<file path="src/include/aic_pkg.sv">
// Package of the interrupt-source and data-configuration register block.
// Assumes a single clock domain; shared by the top, the slave and the interface.
package aic_pkg;

  // ******************************************************************
  // Register indices; the APB byte address is four times the index.
  // ******************************************************************
  localparam logic [5:0] IDX_SRC  = 6'h0C;  // Interrupt source status, read only.
  localparam logic [5:0] IDX_ID   = 6'h0D;  // Part identification, read only.
  localparam logic [5:0] IDX_CFG  = 6'h0E;  // Output data configuration.
  localparam logic [5:0] IDX_IEN  = 6'h20;  // Per-function interrupt enables.
  localparam logic [5:0] IDX_ISTS = 6'h21;  // Sticky event status, write one to clear.
  localparam logic [5:0] IDX_IMSK = 6'h22;  // Mask gating sticky events onto irq_o.

  // ******************************************************************
  // Field positions and masks.
  // ******************************************************************
  localparam int BIT_TRANS  = 5;  // Transient function.
  localparam int BIT_ORIENT = 4;  // Orientation change.
  localparam int BIT_TAP    = 3;  // Pulse (tap) function.
  localparam int BIT_FM     = 2;  // Freefall or motion.
  localparam int BIT_DRDY   = 0;  // Data ready.
  localparam logic [7:0] SRC_MASK  = 8'h3D;  // Implemented source bits.
  localparam int         CFG_HPF   = 4;      // High-pass output enable bit.
  localparam int         CFG_FS_LO = 0;      // Full-scale field, low bit.
  localparam int         CFG_FS_HI = 1;      // Full-scale field, high bit.
  localparam logic [7:0] CFG_WMASK = 8'h13;  // Writable configuration bits.

  // ******************************************************************
  // Reset values and widths.
  // ******************************************************************
  localparam logic [7:0] CFG_RST   = 8'h00;  // Two g range, filter off.
  localparam logic [7:0] REG_RST   = 8'h00;  // Enables, status and mask.
  localparam logic [7:0] PART_ID_D = 8'h5C;  // Arbitrary identification value.
  localparam int         DATA_W    = 12;     // Sample width.
  localparam int         REG_W     = 8;      // Register width.
  localparam int         APB_AW    = 8;      // APB address width.
  localparam int         APB_DW    = 32;     // APB data width.

  // Full-scale selections.
  localparam logic [1:0] FS_2G   = 2'b00;
  localparam logic [1:0] FS_4G   = 2'b01;
  localparam logic [1:0] FS_8G   = 2'b10;
  localparam logic [1:0] FS_RSVD = 2'b11;

endpackage : aic_pkg

</file>
<file path="src/include/aic_reg_if.sv">
// Interface between the APB slave and the register file of the block.
// Assumes both ends share one clock; write is a one-cycle pulse.
interface aic_reg_if;
  import aic_pkg::*;
  logic             wr;     // Write strobe, one cycle, at the access edge.
  logic [5:0]       idx;    // Register index decoded from the address.
  logic [REG_W-1:0] wdata;  // Write data, low byte of the bus.
  logic [REG_W-1:0] rdata;  // Read data for the current index.
  logic             hit;    // Index names a register.

  // Bus side drives the request and reads the answer.
  modport bus  (output wr, idx, wdata, input rdata, hit);
  // Register side answers the request.
  modport regs (input wr, idx, wdata, output rdata, hit);
endinterface : aic_reg_if

</file>
<file path="src/hw/aic_irq_status.sv">
// Interrupt source status, identification and data configuration registers.
// Assumes detection engines and data registers on clk_i drive the event
// flags and the read-clear pulses; software reaches registers over APB.
//
// Contract
// - Transient flag sets on engine event, enabled
// - Orientation flag sets on new orientation, enabled
// - Tap flag sets on pulse event, enabled
// - Fall/motion flag sets on its event, enabled
// - Data-ready flag sets on new or overwritten sample, enabled
// - Data-ready clears only after X, Y, Z read
// - All source flags are zero after reset
// - Read-only identification register returns fixed code
// - High-pass bit selects filtered or raw output
// - Full-scale field selects 2, 4, 8 g
// - Reset selects 2 g, filter off
// - Configuration register is readable and writable
// - Flags set only on rising condition edge
module aic_irq_status
  import aic_pkg::*;
#(
  parameter logic [REG_W-1:0] PART_ID  = PART_ID_D,  // Arbitrary identification value.
  parameter int               SAMPLE_W = DATA_W      // Sample width.
)
(
  input  wire logic                clk_i,                          // System clock.
  input  wire logic                rst_i,                          // Async reset, high.
  input  wire logic [APB_AW-1:0]   paddr_i,                        // APB address.
  input  wire logic                psel_i,                         // APB select.
  input  wire logic                penable_i,                      // APB enable.
  input  wire logic                pwrite_i,                       // APB direction.
  input  wire logic [APB_DW-1:0]   pwdata_i,                       // APB write data.
  output logic      [APB_DW-1:0]   prdata_o,                       // APB read data.
  output logic                     pready_o,                       // APB ready.
  output logic                     pslverr_o,                      // APB error.
  input  wire logic                transient_event_active_i,       // Transient event.
  input  wire logic                new_orientation_flag_i,         // Orientation changed.
  input  wire logic                tap_event_active_i,             // Pulse event.
  input  wire logic                fall_motion_event_active_i,     // Fall or motion event.
  input  wire logic                all_axes_new_sample_i,          // New sample on all axes.
  input  wire logic                all_axes_overwrite_i,           // Sample overwritten.
  input  wire logic                transient_source_reg_read_i,    // Source read pulse.
  input  wire logic                orientation_status_reg_read_i,  // Status read pulse.
  input  wire logic                tap_source_reg_read_i,          // Source read pulse.
  input  wire logic                fall_motion_source_reg_read_i,  // Source read pulse.
  input  wire logic                xyz_data_read_i,                // All axes read pulse.
  input  wire logic [SAMPLE_W-1:0] raw_sample_i,                   // Unfiltered sample.
  input  wire logic [SAMPLE_W-1:0] hp_sample_i,                    // High-pass sample.
  input  wire logic                sample_valid_i,                 // Sample strobe.
  output logic      [SAMPLE_W-1:0] out_sample_o,                   // Sample to data regs.
  output logic                     out_valid_o,                    // Output sample strobe.
  output logic      [1:0]          full_scale_select_o,            // Range for formatting.
  output logic                     highpass_output_enable_o,       // Filter selection.
  output logic                     irq_o                           // Level interrupt.
);

  // ******************************************************************
  // Elaboration check.
  // ******************************************************************
  if (SAMPLE_W < 1 || SAMPLE_W > 16)
  begin : g_chk
    $error("SAMPLE_W must lie between 1 and 16");
  end

  // ******************************************************************
  // Declarations.
  // ******************************************************************
  aic_reg_if rif ();                        // Slave to register file link.
  logic [REG_W-1:0]    cond_w;              // Gated source conditions.
  logic [REG_W-1:0]    clr_w;               // Read-clear pulses.
  logic [REG_W-1:0]    set_w;               // Set pulses of the flags.
  logic [REG_W-1:0]    flag_w;              // Source flags.
  logic [REG_W-1:0]    cfg_q, cfg_d;        // Data configuration.
  logic [REG_W-1:0]    ien_q, ien_d;        // Interrupt enables.
  logic [REG_W-1:0]    ists_q, ists_d;      // Sticky event status.
  logic [REG_W-1:0]    imsk_q, imsk_d;      // Event mask.
  logic                irq_q, irq_d;        // Interrupt output.
  logic [SAMPLE_W-1:0] smp_q, smp_d;        // Output sample.
  logic                sval_q, sval_d;      // Output sample strobe.

  // APB front end.
  aic_apb_slave u_apb
  (
    .clk_i     (clk_i),
    .rst_i     (rst_i),
    .paddr_i   (paddr_i),
    .psel_i    (psel_i),
    .penable_i (penable_i),
    .pwrite_i  (pwrite_i),
    .pwdata_i  (pwdata_i),
    .prdata_o  (prdata_o),
    .pready_o  (pready_o),
    .pslverr_o (pslverr_o),
    .rif       (rif)
  );

  // ******************************************************************
  // Source conditions and their clears.
  // ******************************************************************
  always_comb
  begin
    cond_w            = '0;
    clr_w             = '0;
    cond_w[BIT_TRANS]  = transient_event_active_i & ien_q[BIT_TRANS];
    cond_w[BIT_ORIENT] = new_orientation_flag_i & ien_q[BIT_ORIENT];
    cond_w[BIT_TAP]    = tap_event_active_i & ien_q[BIT_TAP];
    cond_w[BIT_FM]     = fall_motion_event_active_i & ien_q[BIT_FM];
    cond_w[BIT_DRDY]   = (all_axes_new_sample_i | all_axes_overwrite_i)
                         & ien_q[BIT_DRDY];
    clr_w[BIT_TRANS]   = transient_source_reg_read_i;
    clr_w[BIT_ORIENT]  = orientation_status_reg_read_i;
    clr_w[BIT_TAP]     = tap_source_reg_read_i;
    clr_w[BIT_FM]      = fall_motion_source_reg_read_i;
    clr_w[BIT_DRDY]    = xyz_data_read_i;
  end

  // One edge-set flag per implemented source bit; the rest read zero.
  for (genvar i = 0; i < REG_W; i++)
  begin : g_src
    if (SRC_MASK[i])
    begin : g_on
      aic_edge_flag u_flag
      (
        .clk_i  (clk_i),
        .rst_i  (rst_i),
        .cond_i (cond_w[i]),
        .clr_i  (clr_w[i]),
        .set_o  (set_w[i]),
        .flag_o (flag_w[i])
      );
    end
    else
    begin : g_off
      assign set_w[i]  = 1'b0;
      assign flag_w[i] = 1'b0;
    end
  end

  // ******************************************************************
  // Register read multiplexer.
  // ******************************************************************
  always_comb
  begin
    rif.hit   = 1'b1;
    rif.rdata = '0;
    case (rif.idx)
      IDX_SRC:  rif.rdata = flag_w;
      IDX_ID:   rif.rdata = PART_ID;
      IDX_CFG:  rif.rdata = cfg_q;
      IDX_IEN:  rif.rdata = ien_q;
      IDX_ISTS: rif.rdata = ists_q;
      IDX_IMSK: rif.rdata = imsk_q;
      default:  rif.hit   = 1'b0;     // Unmapped: slave answers with an error.
    endcase
  end

  // ******************************************************************
  // Register writes, sticky status, interrupt and sample path.
  // ******************************************************************
  always_comb
  begin
    cfg_d  = cfg_q;
    ien_d  = ien_q;
    imsk_d = imsk_q;
    ists_d = ists_q;
    // Identification and source indices fall through: writes have no effect.
    if (rif.wr && rif.idx == IDX_CFG)
    begin
      cfg_d = rif.wdata & CFG_WMASK;
      // A reserved range code keeps the previous range.
      if (rif.wdata[CFG_FS_HI:CFG_FS_LO] == FS_RSVD)
      begin
        cfg_d[CFG_FS_HI:CFG_FS_LO] = cfg_q[CFG_FS_HI:CFG_FS_LO];
      end
    end
    if (rif.wr && rif.idx == IDX_IEN)
    begin
      ien_d = rif.wdata & SRC_MASK;
    end
    if (rif.wr && rif.idx == IDX_IMSK)
    begin
      imsk_d = rif.wdata & SRC_MASK;
    end
    if (rif.wr && rif.idx == IDX_ISTS)
    begin
      ists_d = ists_q & ~rif.wdata;
    end
    // A new event wins over a clear in the same cycle.
    ists_d = ists_d | set_w;
    irq_d  = |(ists_d & imsk_d);
    // Filtered or raw samples go to the output data registers.
    sval_d = sample_valid_i;
    smp_d  = smp_q;
    if (sample_valid_i)
    begin
      smp_d = cfg_q[CFG_HPF] ? hp_sample_i : raw_sample_i;
    end
  end

  // Registers of the block.
  always_ff @(posedge clk_i or posedge rst_i)
  begin
    if (rst_i)
    begin
      cfg_q  <= CFG_RST;
      ien_q  <= REG_RST;
      ists_q <= REG_RST;
      imsk_q <= REG_RST;
      irq_q  <= 1'b0;
      smp_q  <= '0;
      sval_q <= 1'b0;
    end
    else
    begin
      cfg_q  <= cfg_d;
      ien_q  <= ien_d;
      ists_q <= ists_d;
      imsk_q <= imsk_d;
      irq_q  <= irq_d;
      smp_q  <= smp_d;
      sval_q <= sval_d;
    end
  end

  // Outputs come straight from registers.
  assign out_sample_o             = smp_q;
  assign out_valid_o              = sval_q;
  assign full_scale_select_o      = cfg_q[CFG_FS_HI:CFG_FS_LO];
  assign highpass_output_enable_o = cfg_q[CFG_HPF];
  assign irq_o                    = irq_q;
endmodule : aic_irq_status

</file>
<file path="src/hw/aic_edge_flag.sv">
// One interrupt source flag, set on a rising edge of its condition.
// Assumes the condition and the clear pulse come from logic on clk_i.
module aic_edge_flag
(
  input  wire logic clk_i,   // System clock.
  input  wire logic rst_i,   // Asynchronous reset, active high.
  input  wire logic cond_i,  // Source condition, already gated by its enable.
  input  wire logic clr_i,   // Clear pulse from reading the source register.
  output logic      set_o,   // Pulse in the cycle the flag is set.
  output logic      flag_o   // Flag state.
);

  logic prev_q, prev_d;  // Condition in the previous cycle.
  logic flag_q, flag_d;  // Flag state.

  // ******************************************************************
  // Next state: a set beats a clear in the same cycle.
  // ******************************************************************
  always_comb
  begin
    prev_d = cond_i;
    set_o  = cond_i & ~prev_q;
    flag_d = set_o | (flag_q & ~clr_i);
  end

  // Registers; all flags start clear.
  always_ff @(posedge clk_i or posedge rst_i)
  begin
    if (rst_i)
    begin
      prev_q <= 1'b0;
      flag_q <= 1'b0;
    end
    else
    begin
      prev_q <= prev_d;
      flag_q <= flag_d;
    end
  end

  assign flag_o = flag_q;

endmodule : aic_edge_flag

</file>
<file path="src/hw/aic_apb_slave.sv">
// APB slave front end with one wait-free access phase.
// Assumes an APB3 master on clk_i; answers unmapped or misaligned with pslverr.
module aic_apb_slave
  import aic_pkg::*;
(
  input  wire logic              clk_i,      // System clock.
  input  wire logic              rst_i,      // Asynchronous reset, active high.
  input  wire logic [APB_AW-1:0] paddr_i,    // Byte address.
  input  wire logic              psel_i,     // Select.
  input  wire logic              penable_i,  // Access phase.
  input  wire logic              pwrite_i,   // Direction, high for write.
  input  wire logic [APB_DW-1:0] pwdata_i,   // Write data.
  output logic      [APB_DW-1:0] prdata_o,   // Read data, registered.
  output logic                   pready_o,   // Ready, registered.
  output logic                   pslverr_o,  // Error, registered.
  aic_reg_if.bus                 rif         // Register side.
);

  logic [APB_DW-1:0] prdata_q, prdata_d;  // Captured read data.
  logic              pready_q, pready_d;  // High in the access phase.
  logic              perr_q, perr_d;      // Error answer.
  logic              setup;               // Setup cycle of a transfer.

  // ******************************************************************
  // Decode: the answer is prepared in the setup cycle.
  // ******************************************************************
  always_comb
  begin
    setup    = psel_i & ~penable_i;
    pready_d = setup;
    perr_d   = setup & (~rif.hit | (paddr_i[1:0] != 2'b00));
    prdata_d = '0;
    if (setup & ~pwrite_i)
    begin
      prdata_d = {{(APB_DW-REG_W){1'b0}}, rif.rdata};
    end
  end

  // Registers of the answer.
  always_ff @(posedge clk_i or posedge rst_i)
  begin
    if (rst_i)
    begin
      prdata_q <= '0;
      pready_q <= 1'b0;
      perr_q   <= 1'b0;
    end
    else
    begin
      prdata_q <= prdata_d;
      pready_q <= pready_d;
      perr_q   <= perr_d;
    end
  end

  // A write lands only at the completing edge of an error-free access.
  assign rif.idx   = paddr_i[7:2];
  assign rif.wdata = pwdata_i[REG_W-1:0];
  assign rif.wr    = psel_i & penable_i & pwrite_i & pready_q & ~perr_q;
  assign prdata_o  = prdata_q;
  assign pready_o  = pready_q;
  assign pslverr_o = perr_q;

endmodule : aic_apb_slave

</file>
<file path="config.mk">
export PLATFORM = sky130hd
export DESIGN_NAME = aic_irq_status
export DESIGN_NICKNAME = d
export VERILOG_FILES = /design/src/include/aic_pkg.sv /design/src/include/aic_reg_if.sv /design/src/hw/aic_irq_status.sv /design/src/hw/aic_edge_flag.sv /design/src/hw/aic_apb_slave.sv
export SDC_FILE = /design/constraint.sdc
export NUM_CORES = 1
export LEC_CHECK = 0
export BUFFER_PORTS_ARGS = -buffer_cell sky130_fd_sc_hd__buf_4
export CAP_MARGIN = 5
export CORE_ASPECT_RATIO = 1.75
export CORE_MARGIN = 2
export CORE_UTILIZATION = 50
export CTS_CLUSTER_SIZE = 40
export DETAILED_ROUTE_END_ITERATION = 16
export GPL_TIMING_DRIVEN = 0
export HOLD_SLACK_MARGIN = 0.03
export PLACE_DENSITY = 0.85
export SLEW_MARGIN = 5
export SYNTH_ARGS = -nofsm -noshare
export SYNTH_HDL_FRONTEND = slang
export SYNTH_SLANG_ARGS = --single-unit
</file>
<file path="constraint.sdc">
create_clock -name clk_i -period 5 [get_ports clk_i]
set_input_delay 0.75 -clock clk_i [delete_from_list [all_inputs] [get_ports clk_i]]
set_output_delay 0.75 -clock clk_i [all_outputs]
set_load 0.01 [all_outputs]
</file>
==> results of run 1 <==
through the flow:
stage | hold slack (ps) | power [mW]
floorplan | 417.5 | 0.5726
global placement | 430.3 | 0.6401
detailed placement | 444.7 | 0.6459
CTS | 406.6 | 1.021
global route | 441.8 | 1.058
finish | 404.6 | 1.017
power by group through the flow:
stage          sequential, mW  combinational, mW  clock [mW]
2_1_floorplan           0.509             0.0639           0
3_3_place_gp            0.505              0.135           0
3_5_place_dp            0.505              0.141           0
4_1_cts                 0.497              0.141       0.383
5_1_grt                 0.500              0.155       0.403
6_report                0.498              0.141       0.378
cell families (layout without fill, tap and decap cells):
family | after synthesis | count (layout) | synth area share, %
and+or+nand+nor | 91 | 91 | 16.53
AOI/OAI and AO/OA | 61 | 61 | 13.58
DFF | 58 | 58 | 51.81
buffers and inverters | 46 | 145 | 9.424
muxes | 23 | 23 | 8.531
other | 1 | 24 | 0.1339
area by class of cell:
cell class	instances	area [µm²]
fill	460	1699
clock inverter	3	15.01
tap	76	95.09
timing repair buffer	84	643.1
buffer	33	215.2
inverter	13	48.80
clock buffer	12	155.1
multi-input combinational	199	1172
sequential	58	1451
cells in the final DEF (no fill, tap or decap), types with 2 or more instances in the layout:
cell / Yosys / routed
buf_4: 24 / 107
dfrtp_1: 58 / 58
nand2_1: 28 / 28
nor2_1: 27 / 27
conb_1: 1 / 24
a21oi_1: 19 / 19
mux2i_1: 16 / 16
o21ai_0: 14 / 14
inv_1: 13 / 12
clkbuf_8: 0 / 11
clkbuf_1: 7 / 8
mux2_2: 7 / 7
and2_1: 6 / 6
nand4_1: 5 / 5
o22ai_1: 5 / 5
nor3_1: 4 / 4
a21o_1: 4 / 4
a22oi_1: 4 / 4
nand2b_1: 3 / 3
nor4_1: 3 / 3
nor2b_1: 3 / 3
clkinv_2: 0 / 3
a31oi_1: 2 / 2
nand3_1: 2 / 2
nand3b_1: 2 / 2
a21boi_0: 2 / 2
a221oi_1: 2 / 2
critical path, cell delays in order:
cell and delay (ps):
buf_4 120, nor4b_2 810, nand4_1 370, clkbuf_1 310
nand3_1 200, nand4_1 140, a211o_1 310
state kept, by name, summed over array words and instances (netlist names):
name,flops
g_src.g_on.u_flag.prev_q,5
u_apb.pslverr_o,1
imsk_q,8
irq_o,1
u_apb.prdata_o,8
out_sample_o,12
ists_q,8
out_valid_o,1
cfg_q,3
u_apb.pready_o,1
g_src.g_on.u_flag.flag_o,5
ien_q,5
final timing paths:
check / startpoint / slack (ps) / end
setup / recovery: paddr_i[4] / 2200 / irq_o
hold / removal: rst_i / 400 / cfg_q[1]
setup reg to reg: u_apb.pslverr_o / 2680 / irq_o
hold reg to reg: g_src[0].g_on.u_flag.prev_q / 450 / g_src[0].g_on.u_flag.flag_o
max in group asynchronous: rst_i / 4040 / g_src[2].g_on.u_flag.prev_q
min in group clk_i: g_src[0].g_on.u_flag.prev_q / 450 / g_src[0].g_on.u_flag.flag_o
layer usage:
| layer | vias up | part of all wire, % | routed length (µm) |
|---|---|---|---|
| li1 | 1169 | - | - |
| met1 | 1178 | 33 | 2381 |
| met2 | 145 | 54 | 3882 |
| met3 | 28 | 8.5 | 608 |
| met4 | 0 | 3.6 | 260 |
| met5 | - | 0 | 0 |
cell usage after synthesis (all sizes together) (2+ instances only):
cell type  number  area, µm²
dfrtp          58       1451
a21boi          2      15.01
nand3           2      10.01
nor2           27      101.4
nor4            4      40.04
a21oi          19      95.09
nand2b          3      18.77
mux2i          16      160.2
a221oi          2      17.52
a22oi           4      30.03
nand2          28      105.1
buf            26      188.9
a31oi           2      12.51
nor3            4      20.02
clkbuf          7      26.28
a21o            4      30.03
nand4           5      31.28
and2            6      37.54
nand3b          2      15.01
inv            13      48.80
o21ai          14      70.07
o22ai           5      31.28
nor2b           3      18.77
mux2            7      78.83
==> impl_metrics.csv, run 1 <==
group,metric,value,unit
yosys,synthCells,280,
global_routing,grt_use_met2,43.42,%
setup_path,critPathArrivalTime,3020,ps
place,place_area,3626,µm²
route,viasPerCell,5.272,
route,drt-initial-drc-count,90,
timing,setup_tns,0,ps
floorplan,core_area,5495,µm²
floorplan,die_w,60.59,µm
global_routing,gr-total-overflow,0,
clock_tree,post-cts-setup-buffers,0,
cells_and_area,fin_area,3796,µm²
timing,finalSetupViolCount,0,
timing,drv_slew,0,
cells_and_area,diodes,0,
pwr,power_density,268.0,nW/µm²
cells_and_area,layout-drive-gt1-share,33.33,%
timing,period_needed,2802,ps
clock_tree,cts_root_buf,"clkbuf_8",
pwr,internal_power,0.7610,mW
setup_path,endpoint_kind,"flip-flop",
route,vias,2520,
setup_path,critical_path_peak_fanout,10,
flow_run,maxCapViolCount,0,
floorplan,rows,36,
place,dp_hpwl,5546,µm
timing,finalCritPeriodShare,56.05,%
yosys,synth_ff_type,"dfrtp_1",
clock_tree,cts_made_buffers,9,
timing,finalHoldViolCount,0,
cells_and_area,fin_nets,479,
clock_tree,clockBufferDepth,2,
setup_path,crit_required,5220,ps
global_routing,antenna_found_initial,0,
timing,tightest_slew,921.5,ps
status,status,"finished clean",
place,place_ws,1911,ps
global_routing,grt_pass1_vias,2476,
global_routing,grt_use_met3,6.524,%
route,wl,7133,µm
route,drc,0,
setup_path,worstSetupStartpointType,"input port",
clock_tree,cts-resized-gates,0,
setup_path,crit_type,"input port to flip-flop",
clock_tree,cts_tree,"done",
cells_and_area,stdcell_count,478,
pwr,clockPowerShare,37.2,%
pwr,swShare,25.20,%
cells_and_area,syn2layout_area_growth,35.51,%
route,dr.pass1.iters,5,
floorplan,fp.dieH,103.0,µm
clock_tree,postCtsHoldBufs,0,
clock_tree,clkTransAtPathRegs,60,ps
clock_tree,insertion_delay,340,ps
pwr,pwr-share-seq,48.9,%
yosys,ys_seq_area_share,51.81,%
setup_path,r2r_cells,6,
global_routing,grt.busiest_layer,"met2",
floorplan,die-area,6241,µm²
timing,fmax,356.9,MHz
global_routing,grt_usage,24.32,%
floorplan,start_util,50.98,%
timing,max_slew_margin,38.41,%
worst_hold_path,hold_path.class,"input port to asynchronous set/reset pin",
timing,fin_ws,2198,ps
timing,rsz0062_at_grt,"false",
pwr,power_switching,0.2564,mW
timing,finClkSkew,6.660,ps
global_routing,use_met1,24.86,%
pwr,p_leak,1.937,nW
yosys,ys_ff_latch,58,
yosys,syn_area,2801,µm²
cells_and_area,fin_util,69.08,%
yosys,async_flop_share,100.0,%
pwr,ir_drop,223.5,µV
route,antenna_left,0,
place,port_buffers,83,
route,wire_per_inst,14.92,µm
yosys,synthDistinctLibCells,44,
pwr,combPwrFrac,13.9,%
global_routing,grt_max_degree,42,
yosys,yosys_warnings,0,
global_routing,grt_pass1_wl,11100,µm
yosys,synth_edf_count,0,
place,dp_cells,463,
yosys,syn_avg_cell_area,10.01,µm²
clock_tree,htreeDepth,3,
clock_tree,cts_sinks,58,
place,gp_congestion,0.8638,
floorplan,num_io_pins,132,
Power figures use the tool's default switching activity.
==> run 2, diff against run 1 <==
--- a/config.mk
+++ b/config.mk
@@ -5,16 +5,17 @@
 export SDC_FILE = /design/constraint.sdc
 export NUM_CORES = 1
 export LEC_CHECK = 0
+export ABC_AREA = 1
 export BUFFER_PORTS_ARGS = -buffer_cell sky130_fd_sc_hd__buf_4
 export CAP_MARGIN = 5
 export CORE_ASPECT_RATIO = 1.75
 export CORE_MARGIN = 2
-export CORE_UTILIZATION = 50
+export CORE_UTILIZATION = 42
 export CTS_CLUSTER_SIZE = 40
 export DETAILED_ROUTE_END_ITERATION = 16
 export GPL_TIMING_DRIVEN = 0
 export HOLD_SLACK_MARGIN = 0.03
-export PLACE_DENSITY = 0.85
+export PLACE_DENSITY = 0.76
 export SLEW_MARGIN = 5
 export SYNTH_ARGS = -nofsm -noshare
 export SYNTH_HDL_FRONTEND = slang
==> constraint.sdc (replaced) <==
create_clock -name clk_i -period 2.48 [get_ports clk_i]
set_input_delay 0.372 -clock clk_i [delete_from_list [all_inputs] [get_ports clk_i]]
set_output_delay 0.372 -clock clk_i [all_outputs]
set_load 0.01 [all_outputs]
==> run 2 against run 1 <==
  * Clock skew down 2.1 ps
  * Combinational power up 95%
  * Core utilization down 8.5 points
  * Critical path type is now flip-flop to flip-flop
  * Critical endpoint unchanged
==> impl_metrics.csv, run 2 <==
group,metric,value,unit
floorplan,die-area,7437,µm²
timing,fmax,617.6,MHz
pwr,swShare,22.70,%
cells_and_area,register_area,1451,µm²
pwr,pwr-share-seq,40.5,%
route,antenna_left,0,
route,drc,0,
timing,finClkSkew,4.518,ps
yosys,ys_seq_area_share,51.28,%
pwr,power_density,629.1,nW/µm²
global_routing,grt_pass1_wl,10820,µm
pwr,internal_power,1.925,mW
route,viasPerCell,4.628,
cells_and_area,multi_input_area,1116,µm²
clock_tree,cts-resized-gates,0,
clock_tree,insertion_delay,330,ps
global_routing,grt_pass1_vias,2461,
floorplan,rows,39,
flow_run,maxCapViolCount,0,
floorplan,core_area,6539,µm²
global_routing,grt_max_degree,40,
timing,drv_slew,0,
yosys,ys_ff_latch,58,
cells_and_area,syn2layout_area_growth,39.88,%
timing,finalHoldViolCount,0,
route,vias,2462,
timing,setup_tns,0,ps
yosys,synth_common_cells,"nand2_1 (90), dfrtp_1 (58), inv_1 (35)",
cells_and_area,diodes,0,
floorplan,start_util,43.28,%
yosys,synthDistinctLibCells,32,
timing,finalCritPeriodShare,65.29,%
yosys,synth_edf_count,0,
route,wl,6495,µm
place,dp_hpwl,5119,µm
clock_tree,clockBufferDepth,2,
global_routing,antenna_found_initial,0,
clock_tree,cts_sinks,58,
yosys,synthCells,327,
yosys,async_flop_share,100.0,%
cells_and_area,layout-drive-gt1-share,35.78,%
place,gp_congestion,0.8782,
pwr,power_switching,0.5653,mW
yosys,syn_avg_cell_area,8.655,µm²
clock_tree,cts_root_buf,"clkbuf_16",
setup_path,crit_type,"flip-flop to flip-flop",
yosys,synth_top_area_cell,"dfrtp_1",
global_routing,grt_usage,19.45,%
cells_and_area,largest_reg_flops,12,
route,dr.pass1.iters,4,
route,wire_per_inst,12.21,µm
yosys,syn_area,2830,µm²
pwr,ir_drop,467.0,µV
pwr,clockPowerShare,48.5,%
clock_tree,cts_made_buffers,9,
timing,finalSetupViolCount,0,
status,status,"finished clean",
timing,period_needed,1619,ps
clock_tree,cts_tree,"done",
route,drt-initial-drc-count,119,
pwr,p_leak,2.139,nW
setup_path,critical_path_peak_fanout,8,
timing,rsz0062_at_grt,"false",
yosys,synth_ff_type,"dfrtp_1",
worst_hold_path,hold_path.class,"input port to asynchronous set/reset pin",
setup_path,crit_required,2680,ps
pwr,combPwrFrac,11.0,%
cells_and_area,nFillCells,601,
setup_path,endpoint_kind,"flip-flop",
yosys,synth_top_cell_area_share,51.28,%
yosys,yosys_warnings,0,
clock_tree,post-cts-setup-buffers,0,
setup_path,critPathArrivalTime,1820,ps
floorplan,num_io_pins,132,
timing,whs,61.24,ps
place,port_buffers,83,
cells_and_area,mostFrequentLayoutCells,"buf_4 (107), nand2_1 (90), dfrtp_1 (58)",
floorplan,die_w,66.06,µm
clock_tree,clkTransAtPathRegs,50,ps
clock_tree,htreeDepth,3,
floorplan,fp.dieH,112.6,µm
cells_and_area,fin_nets,526,
yosys,synth_area_leaders,"dfrtp_1 (51%), nand2_1 (12%), buf_4 (6.4%)",
cells_and_area,fin_area,3959,µm²
global_routing,gr-total-overflow,0,
place,place_area,3662,µm²
yosys,synthMostInstantiatedCell,"nand2_1",
clock_tree,postCtsHoldBufs,0,
setup_path,worstSetupStartpointType,"flip-flop",
cells_and_area,final_common_cell,"buf_4",
run 2: area by class of cell:
class	instances	area share (%)
Buffer	29	5.215
Inverter	38	3.603
Multi-Input combinational cell	225	28.19
Timing Repair Buffer	84	16.25
Sequential cell	58	36.66
Clock inverter	5	1.359
Tap cell	82	2.592
Clock buffer	11	6.131
run 2: power by group through the flow:
stage | Clock, mW | Sequential, mW | Combinational (mW)
2_1_floorplan | 0 | 1.03 | 0.133
3_3_place_gp | 0 | 1.02 | 0.269
4_1_cts | 1.23 | 1.01 | 0.277
3_5_place_dp | 0 | 1.02 | 0.278
5_1_grt | 1.28 | 1.01 | 0.307
6_report | 1.21 | 1.01 | 0.275
run 2: stage by stage:
step | std cells | setup WS (ps) | power, mW | util, %
after floorplan | 350 | 680.0 | 1.163 | -
after global placement | 515 | -17.18 | 1.290 | 55.70
after detailed placement | 516 | 789.7 | 1.300 | 56.01
after CTS | 532 | 845.1 | 2.517 | 60.54
after global routing | 532 | 718.4 | 2.601 | 60.54
final | 532 | 860.8 | 2.490 | 60.54
run 2: logic make-up (layout without fill, tap and decap cells):
family / after synthesis / count (layout) / share of synthesized area, %
flip-flops: 58 / 58 / 51.28
AND/OR/NAND/NOR: 154 / 154 / 25.95
multiplexers: 1 / 1 / 0.3978
AO/OA/AOI/OAI: 46 / 46 / 9.903
other: 1 / 24 / 0.1325
buffers and inverters: 67 / 167 / 12.33
run 2: worst max-delay path: stages, from the launching register on:
cell     delay, ps
dfrtp_1        380
inv_1           70
nand3_2        110
nor2_8         220
inv_2          100
nor2_2         190
nand2_1         90
nand3_1        110
nand2_2         60
nor2_1          90
nand2_1         80
run 2: worst paths after layout:
check | start | to | slack (ps) | cells after the start
min | rst_i | ien_q[2] | 60 | 2
min reg2reg | ists_q[5] | ists_q[5] | 490 | 2
max reg2reg | u_apb.pslverr_o | irq_o | 860 | 10
max | u_apb.pslverr_o | irq_o | 860 | 10
max in group asynchronous | rst_i | u_apb.prdata_o[0] | 1870 | 3
min in group clk_i | sample_valid_i | out_valid_o | 210 | 1
run 2: per-layer routing:
layer	GRT usage (%)	vias up	routed length (µm)
met3	6.313	21	500
met2	33.27	102	3410
met5	0	-	0
met1	19.79	1117	2350
li1	-	1222	-
met4	12.24	0	234
